[src/verilog/routing_pkg.sv]
// Purpose: Shared constants and types for the peripheral signal routing block
// Assumes: Avalon-MM register word per index, byte address is four times the index
// Notes:   Lines are numbered P0-P7, T0-T7, S0-S3, J0-J1 in one flat vector
package routing_pkg;

  localparam int          ADDR_W    = 12;
  localparam int          DATA_W    = 32;
  localparam int          REG_W     = 8;
  localparam int          NUM_LINES = 22;

  // Register indices
  localparam logic [9:0]  IDX_SERIAL_ROUTE = 10'h200;
  localparam logic [9:0]  IDX_PWM_ROUTE    = 10'h201;
  localparam logic [9:0]  IDX_TIMER_ROUTE  = 10'h202;
  localparam logic [9:0]  IDX_TRIG_ROUTE   = 10'h203;
  localparam logic [9:0]  IDX_CAP_ROUTE    = 10'h204;
  localparam logic [9:0]  IDX_CLOCK_CTRL   = 10'h205;
  localparam logic [9:0]  IDX_IRQ_CTRL     = 10'h206;
  localparam logic [9:0]  IDX_FACTORY_A    = 10'h20D;
  localparam logic [9:0]  IDX_FACTORY_B    = 10'h20E;
  localparam logic [9:0]  IDX_FACTORY_C    = 10'h20F;

  // Implemented bits per register, all others read zero
  localparam logic [7:0]  MASK_SERIAL = 8'h07;
  localparam logic [7:0]  MASK_PWM    = 8'hF5;
  localparam logic [7:0]  MASK_TIMER  = 8'hFC;
  localparam logic [7:0]  MASK_TRIG   = 8'h0F;
  localparam logic [7:0]  MASK_CAP    = 8'h03;
  localparam logic [7:0]  MASK_CLOCK  = 8'h80;
  localparam logic [7:0]  MASK_IRQ    = 8'hC0;
  localparam logic [7:0]  RST_REG     = 8'h00;

  // Field positions
  localparam int          TRIG_CMP_BIT = 3;
  localparam int          TRIG_INV_BIT = 2;
  localparam int          CLK_DIS_BIT  = 7;
  localparam int          IRQ_EDGE_BIT = 7;
  localparam int          IRQ_CONN_BIT = 6;

  // Field encodings
  localparam logic [1:0]  TRIG_PIN_P6 = 2'h3;
  localparam logic [1:0]  TRIG_AD5    = 2'h2;
  localparam logic [1:0]  TRIG_PIN_E0 = 2'h1;
  localparam logic [1:0]  CAP_AUX     = 2'h3;
  localparam logic [1:0]  CAP_RX1     = 2'h2;
  localparam logic [1:0]  CAP_RX0     = 2'h1;
  localparam logic [2:0]  ROUTE_INTERNAL = 3'h0;
  localparam logic [2:0]  ROUTE_DIRECT   = 3'h1;
  localparam logic [2:0]  ROUTE_PROBE    = 3'h4;
  localparam logic [2:0]  ROUTE_OPEN     = 3'h6;

  // Line bases
  localparam int          LINE_P = 0;
  localparam int          LINE_T = 8;
  localparam int          LINE_S = 16;
  localparam int          LINE_J = 20;

  typedef enum {FN_PWM, FN_TMR0, FN_TMR1} func_type;
  typedef enum logic {BUS_IDLE, BUS_ANSWER} bus_phase_type;

  // Package line that carries a channel for a given routing bit
  function automatic logic [4:0] lineOf(input func_type f, input int ch, input logic alt);
    int l;
    l = LINE_P + ch;
    case (f)
      FN_PWM: begin
        case (ch)
          7:       l = alt ? LINE_J + 1 : LINE_P + 7;
          6:       l = alt ? LINE_S + 1 : LINE_P + 6;
          5:       l = alt ? LINE_J + 0 : LINE_P + 5;
          4:       l = alt ? LINE_S + 0 : LINE_P + 4;
          2:       l = alt ? LINE_T + 0 : LINE_P + 2;
          default: l = alt ? LINE_T + 1 : LINE_P + 0;
        endcase
      end
      FN_TMR0: l = alt ? LINE_S + ch - 2 : LINE_T + ch;
      default: begin
        if (ch == 1) begin
          l = alt ? LINE_P + 1 : LINE_T + 7;
        end else begin
          l = alt ? LINE_P + 7 : LINE_T + 6;
        end
      end
    endcase
    return 5'(l);
  endfunction : lineOf

endpackage : routing_pkg

[src/verilog/peripheral_signal_routing.sv]
// Purpose: Routing of peripheral channels to package lines with Avalon-MM registers
// Assumes: All peripheral and pin inputs are synchronous to clk_sys
// Notes:   Answers every access two edges after it appears; pin outputs are registered
// Contract
// Routing registers write once unless special mode; serial and capture route registers stay writable anytime
// PWM 5,4,2,0 to alternate or P line
// PWM 7 to J1/P7, 6 to S1/P6
// Timer1 channels 1,0 to P1/T7, P7/T6
// Timer0 channels 5..2 to S3..S0 or own T
// Comparator bit overrides trigger source field
// Polarity bit selects falling or rising edge
// Trigger field picks P6, AD5, E0, timer OC2
// Capture3 field picks aux clock, rx1, rx0, pin
// Clock disable bit gates bus-rate clock output
// Edge mode latches falling edges, else level
// Edge bit write-once, connect bit anytime
// Connect bit attaches interrupt pin to logic
// Factory test registers writable only special mode
// Reserved bits ignore writes, read zero
// Settings accepted anytime, may stay inactive
// GPIO only on free lines; input always pin
// Pull control independent of function priority
// Open route, transceiver off frees T0/T1
// Serial route field selects four connections
// Reads synchronous; writes anytime unless restricted
// Lock flag per write-once register until reset
// Polarity inversion before edge detection
module peripheral_signal_routing (
  input  wire logic                        clk_sys,
  input  wire logic                        rstn,
  input  wire logic [routing_pkg::ADDR_W-1:0] address,
  input  wire logic                        read,
  input  wire logic                        write,
  input  wire logic [routing_pkg::DATA_W-1:0] writedata,
  input  wire logic [3:0]                  byteenable,
  output logic      [routing_pkg::DATA_W-1:0] readdata,
  output logic                             waitrequest,
  input  wire logic                        specialMode,
  input  wire logic [7:0]                  pwmOut,
  input  wire logic [5:2]                  tmr0Out,
  input  wire logic [5:2]                  tmr0Oe,
  input  wire logic [1:0]                  tmr1Out,
  input  wire logic [1:0]                  tmr1Oe,
  output logic      [5:2]                  tmr0CapIn,
  output logic      [1:0]                  tmr1CapIn,
  input  wire logic [routing_pkg::NUM_LINES-1:0] pinIn,
  input  wire logic [routing_pkg::NUM_LINES-1:0] gpioOut,
  input  wire logic [routing_pkg::NUM_LINES-1:0] gpioDir,
  input  wire logic [routing_pkg::NUM_LINES-1:0] pullEnable,
  output logic      [routing_pkg::NUM_LINES-1:0] pinOut,
  output logic      [routing_pkg::NUM_LINES-1:0] pinOe,
  output logic      [routing_pkg::NUM_LINES-1:0] pinState,
  output logic      [routing_pkg::NUM_LINES-1:0] pullActive,
  input  wire logic                        serialTx0,
  output logic                             serialRx0,
  input  wire logic                        serialRx1,
  input  wire logic                        transceiverRxd,
  output logic                             transceiverTxd,
  input  wire logic                        directTxBit,
  input  wire logic                        transceiverEnable,
  input  wire logic                        comparatorOut,
  input  wire logic                        pinAd5,
  input  wire logic                        pinE0,
  input  wire logic                        auxClock,
  output logic                             adcTrigger,
  output logic                             busClockOutPin,
  output logic                             busClockOutOe,
  input  wire logic                        irqPinN,
  input  wire logic                        irqServiced,
  output logic                             irqRequest
);
  import routing_pkg::*;

  typedef struct packed {
    bus_phase_type          phase;
    logic [7:0]             rdata;
    logic [2:0]             serialRoute;
    logic [7:0]             pwmRoute;
    logic [7:0]             timerRoute;
    logic [3:0]             trigRoute;
    logic [1:0]             capRoute;
    logic                   clkOutDisable;
    logic                   irqEdge;
    logic                   irqConnect;
    logic [7:0]             factA;
    logic [7:0]             factB;
    logic [7:0]             factC;
    logic                   pwmLock;
    logic                   timerLock;
    logic                   trigLock;
    logic                   irqLock;
    logic                   irqPrev;
    logic                   irqLatch;
    logic                   irqReq;
    logic [NUM_LINES-1:0]   pinOut;
    logic [NUM_LINES-1:0]   pinOe;
    logic [NUM_LINES-1:0]   pinState;
    logic [NUM_LINES-1:0]   pullActive;
    logic [5:2]             cap0;
    logic [1:0]             cap1;
    logic                   serRx0;
    logic                   lnTx;
  } state_type;

  state_type  state_ff;
  state_type  nxt_state;
  logic       rstSyncN;
  logic       wrTake;
  logic [9:0] regIdx;
  logic       trigLevel;

  // Reset release through two flip-flops
  reset_sync u_reset_sync (
    .clk_sys  (clk_sys),
    .rstn     (rstn),
    .rstSyncN (rstSyncN)
  );

  // Readback of one register word, unmapped and reserved bits as zero
  function automatic logic [7:0] readValue(input logic [9:0] idx, input state_type s);
    logic [7:0] v;
    v = 8'h00;
    if (idx == IDX_SERIAL_ROUTE) begin
      v = {5'h00, s.serialRoute};
    end else if (idx == IDX_PWM_ROUTE) begin
      v = s.pwmRoute & MASK_PWM;
    end else if (idx == IDX_TIMER_ROUTE) begin
      v = s.timerRoute & MASK_TIMER;
    end else if (idx == IDX_TRIG_ROUTE) begin
      v = {4'h0, s.trigRoute};
    end else if (idx == IDX_CAP_ROUTE) begin
      v = {6'h00, s.capRoute};
    end else if (idx == IDX_CLOCK_CTRL) begin
      v = {s.clkOutDisable, 7'h00};
    end else if (idx == IDX_IRQ_CTRL) begin
      v = {s.irqEdge, s.irqConnect, 6'h00};
    end else if (idx == IDX_FACTORY_A) begin
      v = s.factA;
    end else if (idx == IDX_FACTORY_B) begin
      v = s.factB;
    end else if (idx == IDX_FACTORY_C) begin
      v = s.factC;
    end
    return v;
  endfunction : readValue

  // Word index of the byte address; low two bits ignored
  assign regIdx = address[ADDR_W-1:2];

  // Bus handshake: first edge latches read data, second edge completes
  assign waitrequest = (read | write) & (state_ff.phase != BUS_ANSWER);
  assign wrTake      = write & (state_ff.phase == BUS_ANSWER) & byteenable[0];

  // Trigger source selection ahead of the edge detector
  always_comb begin
    if (state_ff.trigRoute[TRIG_CMP_BIT]) begin
      trigLevel = comparatorOut;
    end else begin
      case (state_ff.trigRoute[1:0])
        TRIG_PIN_P6: trigLevel = pinIn[LINE_P + 6];
        TRIG_AD5:    trigLevel = pinAd5;
        TRIG_PIN_E0: trigLevel = pinE0;
        default:     trigLevel = tmr0Out[2];
      endcase
    end
  end

  trigger_edge u_trigger_edge (
    .clk_sys   (clk_sys),
    .rstSyncN  (rstSyncN),
    .level     (trigLevel),
    .invert    (state_ff.trigRoute[TRIG_INV_BIT]),
    .trigPulse (adcTrigger)
  );

  // Register writes, routing, interrupt pin handling
  always_comb begin
    logic [NUM_LINES-1:0] own;
    logic [NUM_LINES-1:0] drv;
    logic [NUM_LINES-1:0] fdat;
    logic [4:0]           l;
    logic [7:0]           wd;
    logic                 fall;
    own       = '0;
    drv       = '0;
    fdat      = '0;
    l         = 5'h00;
    wd        = writedata[7:0];
    fall      = 1'b0;
    nxt_state = state_ff;

    // Bus phase; a request is answered one cycle after it is seen
    nxt_state.phase = ((read | write) && state_ff.phase == BUS_IDLE) ? BUS_ANSWER : BUS_IDLE;
    if (read && state_ff.phase == BUS_IDLE) begin
      nxt_state.rdata = readValue(regIdx, state_ff);
    end

    // Register writes; reserved bits are masked off before storing
    if (wrTake) begin
      if (regIdx == IDX_SERIAL_ROUTE) begin
        nxt_state.serialRoute = wd[2:0];
      end else if (regIdx == IDX_PWM_ROUTE && (specialMode || !state_ff.pwmLock)) begin
        nxt_state.pwmRoute = wd & MASK_PWM;
        nxt_state.pwmLock  = state_ff.pwmLock | ~specialMode;
      end else if (regIdx == IDX_TIMER_ROUTE && (specialMode || !state_ff.timerLock)) begin
        nxt_state.timerRoute = wd & MASK_TIMER;
        nxt_state.timerLock  = state_ff.timerLock | ~specialMode;
      end else if (regIdx == IDX_TRIG_ROUTE && (specialMode || !state_ff.trigLock)) begin
        nxt_state.trigRoute = wd[3:0];
        nxt_state.trigLock  = state_ff.trigLock | ~specialMode;
      end else if (regIdx == IDX_CAP_ROUTE) begin
        nxt_state.capRoute = wd[1:0];
      end else if (regIdx == IDX_CLOCK_CTRL) begin
        nxt_state.clkOutDisable = wd[CLK_DIS_BIT];
      end else if (regIdx == IDX_IRQ_CTRL) begin
        nxt_state.irqConnect = wd[IRQ_CONN_BIT];
        if (specialMode || !state_ff.irqLock) begin
          nxt_state.irqEdge = wd[IRQ_EDGE_BIT];
          nxt_state.irqLock = state_ff.irqLock | ~specialMode;
        end
      end else if (specialMode) begin
        if (regIdx == IDX_FACTORY_A) begin
          nxt_state.factA = wd;
        end else if (regIdx == IDX_FACTORY_B) begin
          nxt_state.factB = wd;
        end else if (regIdx == IDX_FACTORY_C) begin
          nxt_state.factC = wd;
        end
      end
    end

    // PWM channels, lowest priority among the functions
    for (int ch = 0; ch < 8; ch++) begin
      if (MASK_PWM[ch]) begin
        l       = lineOf(FN_PWM, ch, state_ff.pwmRoute[ch]);
        own[l]  = 1'b1;
        drv[l]  = 1'b1;
        fdat[l] = pwmOut[ch];
      end
    end

    // Serial and transceiver connections
    nxt_state.serRx0 = transceiverRxd;
    nxt_state.lnTx   = serialTx0;
    case (state_ff.serialRoute)
      ROUTE_DIRECT: begin
        nxt_state.lnTx = directTxBit;
      end
      ROUTE_PROBE: begin
        own[LINE_T + 1:LINE_T]  = 2'h3;
        drv[LINE_T + 1:LINE_T]  = 2'h3;
        fdat[LINE_T + 1:LINE_T] = {serialTx0, transceiverRxd};
      end
      ROUTE_OPEN: begin
        own[LINE_S + 1:LINE_S]  = 2'h3;
        drv[LINE_S + 1:LINE_S]  = 2'h2;
        fdat[LINE_S + 1]        = serialTx0;
        nxt_state.serRx0        = pinIn[LINE_S];
        nxt_state.lnTx          = 1'b1;
        // Transceiver off leaves T0 and T1 to other functions
        if (transceiverEnable) begin
          own[LINE_T + 1:LINE_T]  = 2'h3;
          drv[LINE_T + 1:LINE_T]  = 2'h1;
          fdat[LINE_T]            = transceiverRxd;
          nxt_state.lnTx          = pinIn[LINE_T + 1];
        end
      end
      default: begin
        nxt_state.lnTx = serialTx0;
      end
    endcase

    // Timer channels take precedence; capture inputs follow the routed line
    for (int ch = 2; ch < 6; ch++) begin
      l                  = lineOf(FN_TMR0, ch, state_ff.timerRoute[ch]);
      own[l]             = 1'b1;
      drv[l]             = tmr0Oe[ch];
      fdat[l]            = tmr0Out[ch];
      nxt_state.cap0[ch] = pinIn[l];
    end
    for (int ch = 0; ch < 2; ch++) begin
      l                  = lineOf(FN_TMR1, ch, state_ff.timerRoute[ch + 6]);
      own[l]             = 1'b1;
      drv[l]             = tmr1Oe[ch];
      fdat[l]            = tmr1Out[ch];
      nxt_state.cap1[ch] = pinIn[l];
    end
    case (state_ff.capRoute)
      CAP_AUX: nxt_state.cap0[3] = auxClock;
      CAP_RX1: nxt_state.cap0[3] = serialRx1;
      CAP_RX0: nxt_state.cap0[3] = nxt_state.serRx0;
      default: nxt_state.cap0[3] = pinIn[lineOf(FN_TMR0, 3, state_ff.timerRoute[3])];
    endcase

    // GPIO only where no function owns the line; input always reflects the pin
    nxt_state.pinOut     = (own & fdat) | (~own & gpioOut);
    nxt_state.pinOe      = (own & drv) | (~own & gpioDir);
    nxt_state.pinState   = pinIn;
    // Pull stays off on push-pull drive whatever function owns the line
    nxt_state.pullActive = pullEnable & ~nxt_state.pinOe;

    // Interrupt pin; a new edge wins over a service clear in the same cycle
    nxt_state.irqPrev = irqPinN;
    fall              = state_ff.irqPrev & ~irqPinN;
    if (!state_ff.irqEdge) begin
      nxt_state.irqLatch = 1'b0;
    end else if (state_ff.irqConnect && fall) begin
      nxt_state.irqLatch = 1'b1;
    end else if (irqServiced) begin
      nxt_state.irqLatch = 1'b0;
    end
    nxt_state.irqReq = nxt_state.irqConnect &
      (nxt_state.irqEdge ? nxt_state.irqLatch : ~irqPinN);
  end

  // Single state register for all logic outside the reset and trigger submodules
  always_ff @(posedge clk_sys or negedge rstSyncN) begin
    if (!rstSyncN) begin
      state_ff         <= '0;
      state_ff.phase   <= BUS_IDLE;
      state_ff.irqPrev <= 1'b1;
      state_ff.lnTx    <= 1'b1;
    end else begin
      state_ff <= nxt_state;
    end
  end

  // Outputs; bus clock pin carries clk_sys, the enable alone is switched to avoid runts
  assign readdata       = {24'h000000, state_ff.rdata};
  assign pinOut         = state_ff.pinOut;
  assign pinOe          = state_ff.pinOe;
  assign pinState       = state_ff.pinState;
  assign pullActive     = state_ff.pullActive;
  assign tmr0CapIn      = state_ff.cap0;
  assign tmr1CapIn      = state_ff.cap1;
  assign serialRx0      = state_ff.serRx0;
  assign transceiverTxd = state_ff.lnTx;
  assign busClockOutPin = clk_sys;
  assign busClockOutOe  = ~state_ff.clkOutDisable;
  assign irqRequest     = state_ff.irqReq;
endmodule : peripheral_signal_routing

[src/verilog/reset_sync.sv]
// Purpose: Two-stage release of the asynchronous reset
// Assumes: rstn may fall at any time
// Notes:   Assertion is immediate, release follows two clock edges
module reset_sync (
  input  wire logic clk_sys,
  input  wire logic rstn,
  output logic      rstSyncN
);
  import routing_pkg::*;

  typedef struct packed {
    logic stage1;
    logic stage2;
  } sync_type;

  sync_type state_ff;
  sync_type nxt_state;

  // Stage two reads only stage one
  always_comb begin
    nxt_state.stage1 = 1'b1;
    nxt_state.stage2 = state_ff.stage1;
  end

  always_ff @(posedge clk_sys or negedge rstn) begin
    if (!rstn) begin
      state_ff <= '0;
    end else begin
      state_ff <= nxt_state;
    end
  end

  assign rstSyncN = state_ff.stage2;

endmodule : reset_sync

[src/verilog/trigger_edge.sv]
// Purpose: Active-edge detector for the converter trigger
// Assumes: level is synchronous to clk_sys
// Notes:   Previous level resets high so a high source at reset gives no event
module trigger_edge (
  input  wire logic clk_sys,
  input  wire logic rstSyncN,
  input  wire logic level,
  input  wire logic invert,
  output logic      trigPulse
);
  import routing_pkg::*;

  typedef struct packed {
    logic prev;
    logic pulse;
  } edge_type;

  edge_type state_ff;
  edge_type nxt_state;
  logic     activeLevel;

  // Inversion ahead of the detector turns a falling edge into a rising one
  always_comb begin
    activeLevel     = level ^ invert;
    nxt_state.prev  = activeLevel;
    nxt_state.pulse = activeLevel & ~state_ff.prev;
  end

  always_ff @(posedge clk_sys or negedge rstSyncN) begin
    if (!rstSyncN) begin
      state_ff <= '{prev: 1'b1, pulse: 1'b0};
    end else begin
      state_ff <= nxt_state;
    end
  end

  assign trigPulse = state_ff.pulse;
endmodule : trigger_edge
[config.mk]
export PLATFORM = sky130hd
export DESIGN_NAME = peripheral_signal_routing
export DESIGN_NICKNAME = d
export VERILOG_FILES = /design/src/verilog/routing_pkg.sv /design/src/verilog/peripheral_signal_routing.sv /design/src/verilog/reset_sync.sv /design/src/verilog/trigger_edge.sv
export SDC_FILE = /design/constraint.sdc
export NUM_CORES = 1
export LEC_CHECK = 0
export BUFFER_PORTS_ARGS = -buffer_cell sky130_fd_sc_hd__buf_4
export CAP_MARGIN = 40
export CORE_ASPECT_RATIO = 0.6
export CORE_MARGIN = 2
export CORE_UTILIZATION = 49
export DETAILED_ROUTE_END_ITERATION = 6
export GPL_TIMING_DRIVEN = 0
export MAX_ROUTING_LAYER = met4
export PLACE_DENSITY = 0.86
export SYNTH_ARGS = -nofsm -noshare
export SYNTH_HDL_FRONTEND = slang
export SYNTH_SLANG_ARGS = --single-unit
[constraint.sdc]
create_clock -name clk_sys -period 7.2 [get_ports clk_sys]
set_clock_uncertainty 0.2 [all_clocks]
set_input_delay 0.72 -clock clk_sys [delete_from_list [all_inputs] [get_ports clk_sys]]
set_output_delay 0.72 -clock clk_sys [all_outputs]
set_load 0.02 [all_outputs]
Yosys cells after proc, flatten, opt, wreduce, memory -nomap -nowiden
Index checks and enable logic that the tools add are counted.
{"block": "op_classes", "reduce_logical": 37, "n_lt_le_gt_ge": 25, "muxes": 123, "bitwise_logic": 47, "eq_ne": 19}
{"operator": "$bwmux W22", "n": 17}
{"operator": "$or A22 B22 Y22", "n": 13}
{"operator": "$and A22 B22 Y22", "n": 6}
{"operator": "$mux W26", "n": 5}
{"operator": "$mux W8", "n": 14}
{"operator": "$eq A10 B10 Y1 const B", "n": 10}
{"operator": "$demux W1 S5", "n": 12}
{"operator": "$mux W30", "n": 2}
{"operator": "$lt A5 B6 Y1 const B", "n": 9}
{"operator": "$mux W24", "n": 2}
{"operator": "$mux W5", "n": 9}
{"operator": "$not A22 Y22", "n": 2}
{"operator": "$ge A5 B1 Y1 const B", "n": 8}
{"operator": "$mux W1", "n": 38}
{"operator": "$bmux W1 S5", "n": 6}
{"operator": "$lt A4 B6 Y1 const B", "n": 4}
{"operator": "$logic_and A1 B1 Y1", "n": 18}
{"operator": "$ge A4 B1 Y1 const B", "n": 4}
{"operator": "$mux W16", "n": 1}
{"operator": "$mux W4", "n": 4}
{"operator": "$not A1 Y1", "n": 14}
{"operator": "$mux W2", "n": 6}
{"operator": "$reduce_and A12 Y1", "n": 1}
{"operator": "$reduce_and A11 Y1", "n": 1}
{"operator": "other kinds (22)", "n": 45}
{"block": "word_totals", "output_inout_bits": 133, "elab_cells": 283, "input_bits": 172, "register_bits": 164}

Depth between registers and ports, before layout
Gate-level depths: netlist (run 1).
{"block": "depth", "ltp_word": 23, "ltp_mapped": 6, "depth_no_buf": 4}

Hierarchy
From an unflattened synthesis (run 1), not the netlist that was laid out.
{"block": "unflattened", "hier_cells": 623, "hier_area_um2": 7440.9}
{"mod": "peripheral_signal_routing", "area_each_um2": 7318.3, "seq_area_each_um2": 4006.3, "n_inst": 1, "cells_per_inst": 616}
{"mod": "trigger_edge", "area_each_um2": 68.8, "seq_area_each_um2": 51.3, "n_inst": 1, "cells_per_inst": 4}
{"mod": "reset_sync", "area_each_um2": 53.8, "seq_area_each_um2": 50.0, "n_inst": 1, "cells_per_inst": 3}

==> results of run 1 <==
[per-layer routing]
metal / share of wire, % / routed length, um / track usage [%]
met5: 0 / 0 / -
met4: 1.5 / 286 / 7.287
met3: 9.9 / 1866 / 7.975
met2: 47 / 8830 / 36.91
met1: 41 / 7785 / 30.43
[layout make-up]
type                       instances  share of cell area [%]
inverter                          32                   1.157
buffer                           148                   10.09
tap                              198                   2.386
sequential                       164                   39.60
clock inverter                    14                   1.145
multi-input combinational        309                   22.21
clock buffer                      22                   4.929
timing repair buffer             250                   18.49
[critical path, delay by kind of cell]
kind	cells	cell delay (ns)
buffers and inverters	4	0.51
[power by group through the flow]
| stage | Clock (mW) | Sequential (mW) | Combinational, mW |
|---|---|---|---|
| finish | 0.954 | 0.964 | 0.275 |
| global route | 1.02 | 0.967 | 0.293 |
| CTS | 0.970 | 0.964 | 0.275 |
| detailed placement | 0.0240 | 0.982 | 0.274 |
| global placement | 0.0240 | 0.993 | 0.252 |
| floorplan | 0.0162 | 0.988 | 0.135 |
[sequential cells by signal (all words and copies together) (netlist names)]
name and cells:
transceiverTxd 1, pinState 22, pinOut 22, irqRequest 1
readdata 8, pinOe 22, u_reset_sync.nxt_state 1, u_trigger_edge.trigPulse 1
serialRx0 1, tmr1CapIn 2, u_trigger_edge.state_ff 1, pullActive 22
state_ff 55, tmr0CapIn 4, u_reset_sync.rstSyncN 1
[through the flow]
step | utilization, % | setup slack (ns) | total power [mW]
4_1_cts | 70.54 | 2.151 | 2.210
2_1_floorplan | - | 2.097 | 1.139
5_1_grt | 70.54 | 2.152 | 2.278
3_3_place_gp | 65.84 | 0.3729 | 1.270
6_report | 70.54 | 2.159 | 2.192
3_5_place_dp | 66.24 | 2.433 | 1.279
[layout by cell type, fill, tap and decap left out, drive strengths merged, types with 3 or more instances in the layout]
cell type / n
clkinv: 6
nand2b: 11
o22ai: 4
mux2i: 9
nand3: 5
a21oi: 12
a211oi: 3
buf: 383
nor2b: 11
and3: 3
a21o: 5
mux2: 85
or3: 3
nor2: 32
or2: 3
dfrtp: 161
nand4: 3
inv: 38
clkbuf: 36
nor4: 5
a2111oi: 3
nand3b: 5
nand2: 24
dfstp: 3
o21ai: 17
nor3: 5
conb: 25
a22oi: 6
[worst paths after layout]
check	startpoint	end	slack, ns	depth (start not counted)
min in group asynchronous	u_reset_sync.rstSyncN	pinState[13]	0.14	0
setup / recovery	clk_sys	busClockOutPin	2.16	4
setup reg to reg	state_ff[142]	readdata[6]	4.95	5
hold reg to reg	u_reset_sync.rstSyncN	pinState[13]	0.14	0
hold / removal	pinIn[21]	pinState[21]	0.09	1
max in group asynchronous	u_reset_sync.rstSyncN	u_trigger_edge.state_ff[1]	5.89	1
[kinds of logic (layout without fill, tap and decap cells)]
family / after synthesis / in the layout / share of synthesized area, %
xor gates and xnor gates: 1 / 1 / 0.1169
and+or+nand+nor: 116 / 116 / 8.398
DFF: 164 / 164 / 54.81
other: 2 / 25 / 0.1002
muxes: 96 / 96 / 14.57
buffers and inverters: 180 / 466 / 15.58
AOI/OAI and AO/OA: 71 / 71 / 6.427
==> flow_summary_export.csv, run 1 <==
group,metric,value,unit
synth,yosys.cell_count.top_type,"sky130_fd_sc_hd__dfrtp_1",
die,start_util,50.92,%
synth,synth_top_cells_by_area,"sky130_fd_sc_hd__dfrtp_1, sky130_fd_sc_hd__buf_4, sky130_fd_sc_hd__mux2_2, sky130_fd_sc_hd__mux2_1, sky130_fd_sc_hd__inv_1",
die,die_height,99.80,um
clock_network,ctsHoldBuffers,1,
power_and_ir_drop,share_clk_of_total_power,43.5,%
die,boundaryPins,305,
place,dpl_cell_area,0.009749,mm2
timing,final_hold_viol_count,0,
outcome,status,"finished clean",
finish,fin_nets,1098,
synth,seq_area_frac_synth,54.81,%
clock_network,cts_tree,"done",
finish,fillerInstances,1098,
synth,synth_cell_types,53,
power_and_ir_drop,seqPwrFrac,44.0,%
synth,yosys_warnings,0,
power_and_ir_drop,comb_power_share,12.5,%
clock_network,post_cts_resize_count,0,
timing,timing.max_slew.rel_slack,36.15,%
synth,area_leader_netlist,"sky130_fd_sc_hd__dfrtp_1",
synth,synth_cells,630,
timing,final-max-slew-violation-count,0,
clock_network,skew_pair_late_insertion_delay,0.53,ns
power_and_ir_drop,power_density,211.2,mW/mm2
critical_path,critical_path.max_stage_delay,0.14,ns
die,core,0.01472,mm2
run,maxCapViolations,0,
routing,wirelength,18.77,mm
power_and_ir_drop,netSwitchingPower,0.5626,mW
clock_network,clkTransAtPathRegs,0.07,ns
finish,fin_area,0.01038,mm2
grt,number_of_antenna_violations_at_the_first_check_in_global_routing,0,
die,die_area,0.01633,mm2
synth,postSynthRegisterBits,164,
synth,synth_edf_count,0,
critical_path,crit_path_top_delay_cell,"sky130_fd_sc_hd__buf_4",
hold_path,worstHoldPathType,"in2reg",
routing,via_count,5568,
synth,post_synth_instance_area,0.007495,mm2
grt,gr-total-overflow,0,
power_and_ir_drop,static-leakage-power,5.326,nW
routing,detail_route.wl_per_cell,16.51,um
critical_path,crit_path_cell_trace,"clkbuf_16, clkbuf_16, buf_4, buf_4",
die,die-width,163.7,um
finish,drive_gt1_share,53.57,%
finish,diodes,0,
grt,groute.usage.overall,23.98,%
routing,number_of_detailed_route_iterations_in_the_first_pass,5,
routing,detail_route_antenna_nets,0,
place,dp_hpwl,14.06,mm
power_and_ir_drop,peakVddDrop,180.4,uV
finish,ff_latch_area,0.004111,mm2
place,gp_routability_congestion,0.9713,
routing,detail_route.iter0.violations,416,
critical_path,critical_path.max_fanout,2,
timing,finalSetupViolCount,0,
finish,finalNonFillerCells,1137,
place,placed_cells,1101,
finish,area_growth,38.53,%
synth,asyncSetResetFlopFracSynth,100.0,%
place,buffer_ports.inserted,248,
routing,route.detailed.drc,0,
critical_path,critPathLaunchType,"clock port",
synth,primary_flip_flop_cell_chosen_by_synthesis_mapping,"sky130_fd_sc_hd__dfrtp_1",
power_and_ir_drop,power.switching_fraction,25.66,%
critical_path,timing_worst_setup_path_type,"clk2out",
synth,syn_area_per_cell,11.90,um2
synth,yosys.area.top_type_share,53.76,%
clock_network,post-cts-setup-buffer-count,0,
timing,final.setup.tns,0,ns
power_and_ir_drop,power.internal,1.630,mW
routing,detail_route.vias_per_cell,4.897,
grt,first_pass_grt_wire_length,28.74,mm
timing,hold_slack,0.09424,ns
grt,first_global_vias,5668,
critical_path,required_worst_endpoint,6.28,ns
grt,pin_count_of_the_biggest_net_entering_global_routing,63,
synth,synth.top_cells.by_count,"sky130_fd_sc_hd__dfrtp_1, sky130_fd_sc_hd__buf_4, sky130_fd_sc_hd__mux2_2",
die,placementRows,34,
critical_path,end_kind,"output port",
timing,rsz0062_at_grt,"false",
finish,multi_input_area,0.002306,mm2
timing,worst_pin_slew,0.9336,ns
critical_path,arrival,4.12,ns
Power figures use the tool's default switching activity.
==> run 2, diff against run 1 <==
Settings changed: ABC_AREA set to 1, PLACE_DENSITY 0.86 to 0.85.
Clock period 7.2 ns to 5.1 ns, I/O delays scaled along.
==> flow_summary_export.csv, run 2 <==
group,metric,value,unit
outcome,status,"finished clean",
routing,detail_route.wl_per_cell,15.46,um
synth,seq_area_frac_synth,52.74,%
routing,detail_route.iter0.violations,592,
synth,yosys.area.top_type_share,51.73,%
synth,area_leader_netlist,"sky130_fd_sc_hd__dfrtp_1",
die,placementRows,35,
routing,via_count,6817,
place,dpl_cell_area,0.01006,mm2
place,dp_hpwl,15.97,mm
clock_network,post_cts_resize_count,0,
critical_path,timing_worst_setup_path_type,"clk2out",
timing,finalSetupViolCount,0,
synth,yosys_warnings,0,
power_and_ir_drop,power_density,281.0,mW/mm2
synth,asyncSetResetFlopFracSynth,100.0,%
critical_path,end_kind,"output port",
finish,layout_commonest_cell,"sky130_fd_sc_hd__buf_4",
die,die-width,166.8,um
critical_path,required_worst_endpoint,4.39,ns
power_and_ir_drop,totalPowerFinal,3.215,mW
power_and_ir_drop,seqPwrFrac,42.3,%
synth,primary_flip_flop_cell_chosen_by_synthesis_mapping,"sky130_fd_sc_hd__dfrtp_1",
finish,layout.cells.most_common_list,"sky130_fd_sc_hd__buf_4, sky130_fd_sc_hd__nand2_1, sky130_fd_sc_hd__dfrtp_1",
grt,number_of_antenna_violations_at_the_first_check_in_global_routing,0,
timing,final_hold_viol_count,0,
finish,fin_area,0.01144,mm2
run,maxCapViolations,0,
finish,largest_register_ffs,55,
finish,drive_gt1_share,39.10,%
place,buffer_ports.inserted,249,
routing,wirelength,22.28,mm
routing,route.detailed.drc,0,
power_and_ir_drop,power.switching_fraction,27.09,%
critical_path,arrival,3.06,ns
clock_network,skew_pair_late_insertion_delay,0.54,ns
die,start_util,50.38,%
timing,timing.max_slew.rel_slack,52.12,%
routing,number_of_detailed_route_iterations_in_the_first_pass,6,
grt,first_pass_grt_wire_length,35.02,mm
synth,post_synth_instance_area,0.007789,mm2
timing,rsz0062_at_grt,"false",
critical_path,critical_path.endpoint,"busClockOutPin",
timing,final-max-slew-violation-count,0,
place,worst_slack_placed,1.593,ns
clock_network,post-cts-setup-buffer-count,0,
critical_path,critPathLaunchType,"clock port",
critical_path,startpoint,"clk_sys",
place,placed_cells,1334,
finish,area_growth,46.86,%
synth,postSynthRegisterBits,164,
grt,groute.usage.overall,27.63,%
grt,first_global_vias,6723,
critical_path,worstReg2RegEnd,"state_ff[118]",
timing,hold_slack,0.006358,ns
timing,worst_pin_slew,0.7182,ns
critical_path,rrSetupSlack,3.20,ns
critical_path,crit-reg2reg-launch,"state_ff[163]",
finish,finalNonFillerCells,1441,
routing,detail_route.vias_per_cell,4.731,
synth,syn_area_per_cell,9.088,um2
synth,synth_top_cells_by_area,"sky130_fd_sc_hd__dfrtp_1, sky130_fd_sc_hd__buf_4, sky130_fd_sc_hd__nand2_1, sky130_fd_sc_hd__inv_1, sky130_fd_sc_hd__nor2_1",
power_and_ir_drop,share_clk_of_total_power,44.2,%
synth,synth_cell_types,49,
die,die_area,0.01695,mm2
power_and_ir_drop,netSwitchingPower,0.8709,mW
power_and_ir_drop,power.internal,2.344,mW
synth,synth.top_cells.by_count,"sky130_fd_sc_hd__nand2_1, sky130_fd_sc_hd__dfrtp_1, sky130_fd_sc_hd__buf_4",
die,boundaryPins,305,
synth,yosys.cell_count.top_type,"sky130_fd_sc_hd__nand2_1",
finish,diodes,0,
hold_path,worstHoldPathType,"in2reg",
synth,synth_edf_count,0,
timing,final.setup.tns,0,ns
clock_network,ctsHoldBuffers,72,
timing,min_setup_slack_post_route,1.332,ns
routing,detail_route_antenna_nets,0,
place,gp_routability_congestion,0.9248,
finish,largest-register,"state_ff",
finish,utilization,73.99,%
critical_path,critical_path.max_fanout,2,
finish,fillerInstances,1093,
grt,gr-total-overflow,0,
power_and_ir_drop,static-leakage-power,6.004,nW
synth,synth_cells,857,
power_and_ir_drop,peakVddDrop,197.1,uV
die,die_height,101.7,um
power_and_ir_drop,comb_power_share,13.5,%
finish,fin_nets,1397,
critical_path,ff2ff_path_depth,6,
grt,pin_count_of_the_biggest_net_entering_global_routing,63,
die,core,0.01546,mm2
clock_network,clkTransAtPathRegs,0.07,ns
clock_network,cts_tree,"done",
## run 2: cell count changes in the layout (fill, tap and decap cells not counted), moves of 34 or more
cell / previous run / this run
sky130_fd_sc_hd__o21ai_1: 0 / 34
sky130_fd_sc_hd__mux2_2: 73 / 4
sky130_fd_sc_hd__inv_1: 32 / 105
sky130_fd_sc_hd__dlygate4sd3_1: 1 / 72
sky130_fd_sc_hd__nor2_1: 32 / 66
sky130_fd_sc_hd__nand2_1: 22 / 178
## run 2: routing by layer
layer | up-vias | part of all wire (%) | global-route usage, %
met5 | - | 0 | -
met4 | 0 | 1.1 | 5.703
met3 | 27 | 6.7 | 5.510
met2 | 277 | 49 | 45.17
met1 | 3238 | 43 | 36.41
li1 | 3275 | - | -
## run 2: cells by family after synthesis
family / after synthesis / share of synthesized area [%]
other cells: 2 / 0.09642
mux: 4 / 0.5783
flops: 164 / 52.74
buf+inv: 251 / 18.78
compound gates: 111 / 8.193
simple gates: 324 / 19.50
xor+xnor: 1 / 0.1125
## run 2: final cells by class
| class | instances | area [um2] | area share [%] |
|---|---|---|---|
| clock buffers | 21 | 508.0 | 4.441 |
| inverters | 114 | 431.7 | 3.774 |
| multi-input cells | 465 | 2305 | 20.15 |
| flip-flops and latches | 164 | 4111 | 35.94 |
| repair buffers | 322 | 2638 | 23.06 |
| plain buffers | 137 | 1031 | 9.013 |
| clock inverters | 15 | 160.2 | 1.400 |
| well taps | 203 | 254.0 | 2.221 |
## run 2: power by group through the flow
stage	clock, mW	combinational [mW]	sequential (mW)
4_1_cts	1.43	0.428	1.36
3_5_place_dp	0.0339	0.382	1.39
6_report	1.42	0.433	1.36
5_1_grt	1.50	0.465	1.37
2_1_floorplan	0.0229	0.191	1.39
3_3_place_gp	0.0339	0.355	1.40
## run 2: worst min-delay path by stage
| stage | startpoint | end | cells past startpoint |
|---|---|---|---|
| 6_report | gpioOut[18] | pinOut[18] | 3 |
| 5_1_grt | gpioOut[19] | pinOut[19] | 3 |
| 4_1_cts | gpioOut[0] | pinOut[0] | 3 |
| 3_5_place_dp | rstn | u_reset_sync.nxt_state[0] | 1 |
| 3_3_place_gp | rstn | u_reset_sync.nxt_state[0] | 1 |
| 2_1_floorplan | rstn | u_reset_sync.nxt_state[0] | 0 |
## run 2: critical path, cell delays in order
cell and delay (ns):
sky130_fd_sc_hd__clkbuf_16 0.12, sky130_fd_sc_hd__clkbuf_16 0.13, sky130_fd_sc_hd__buf_4 0.12, sky130_fd_sc_hd__buf_4 0.15
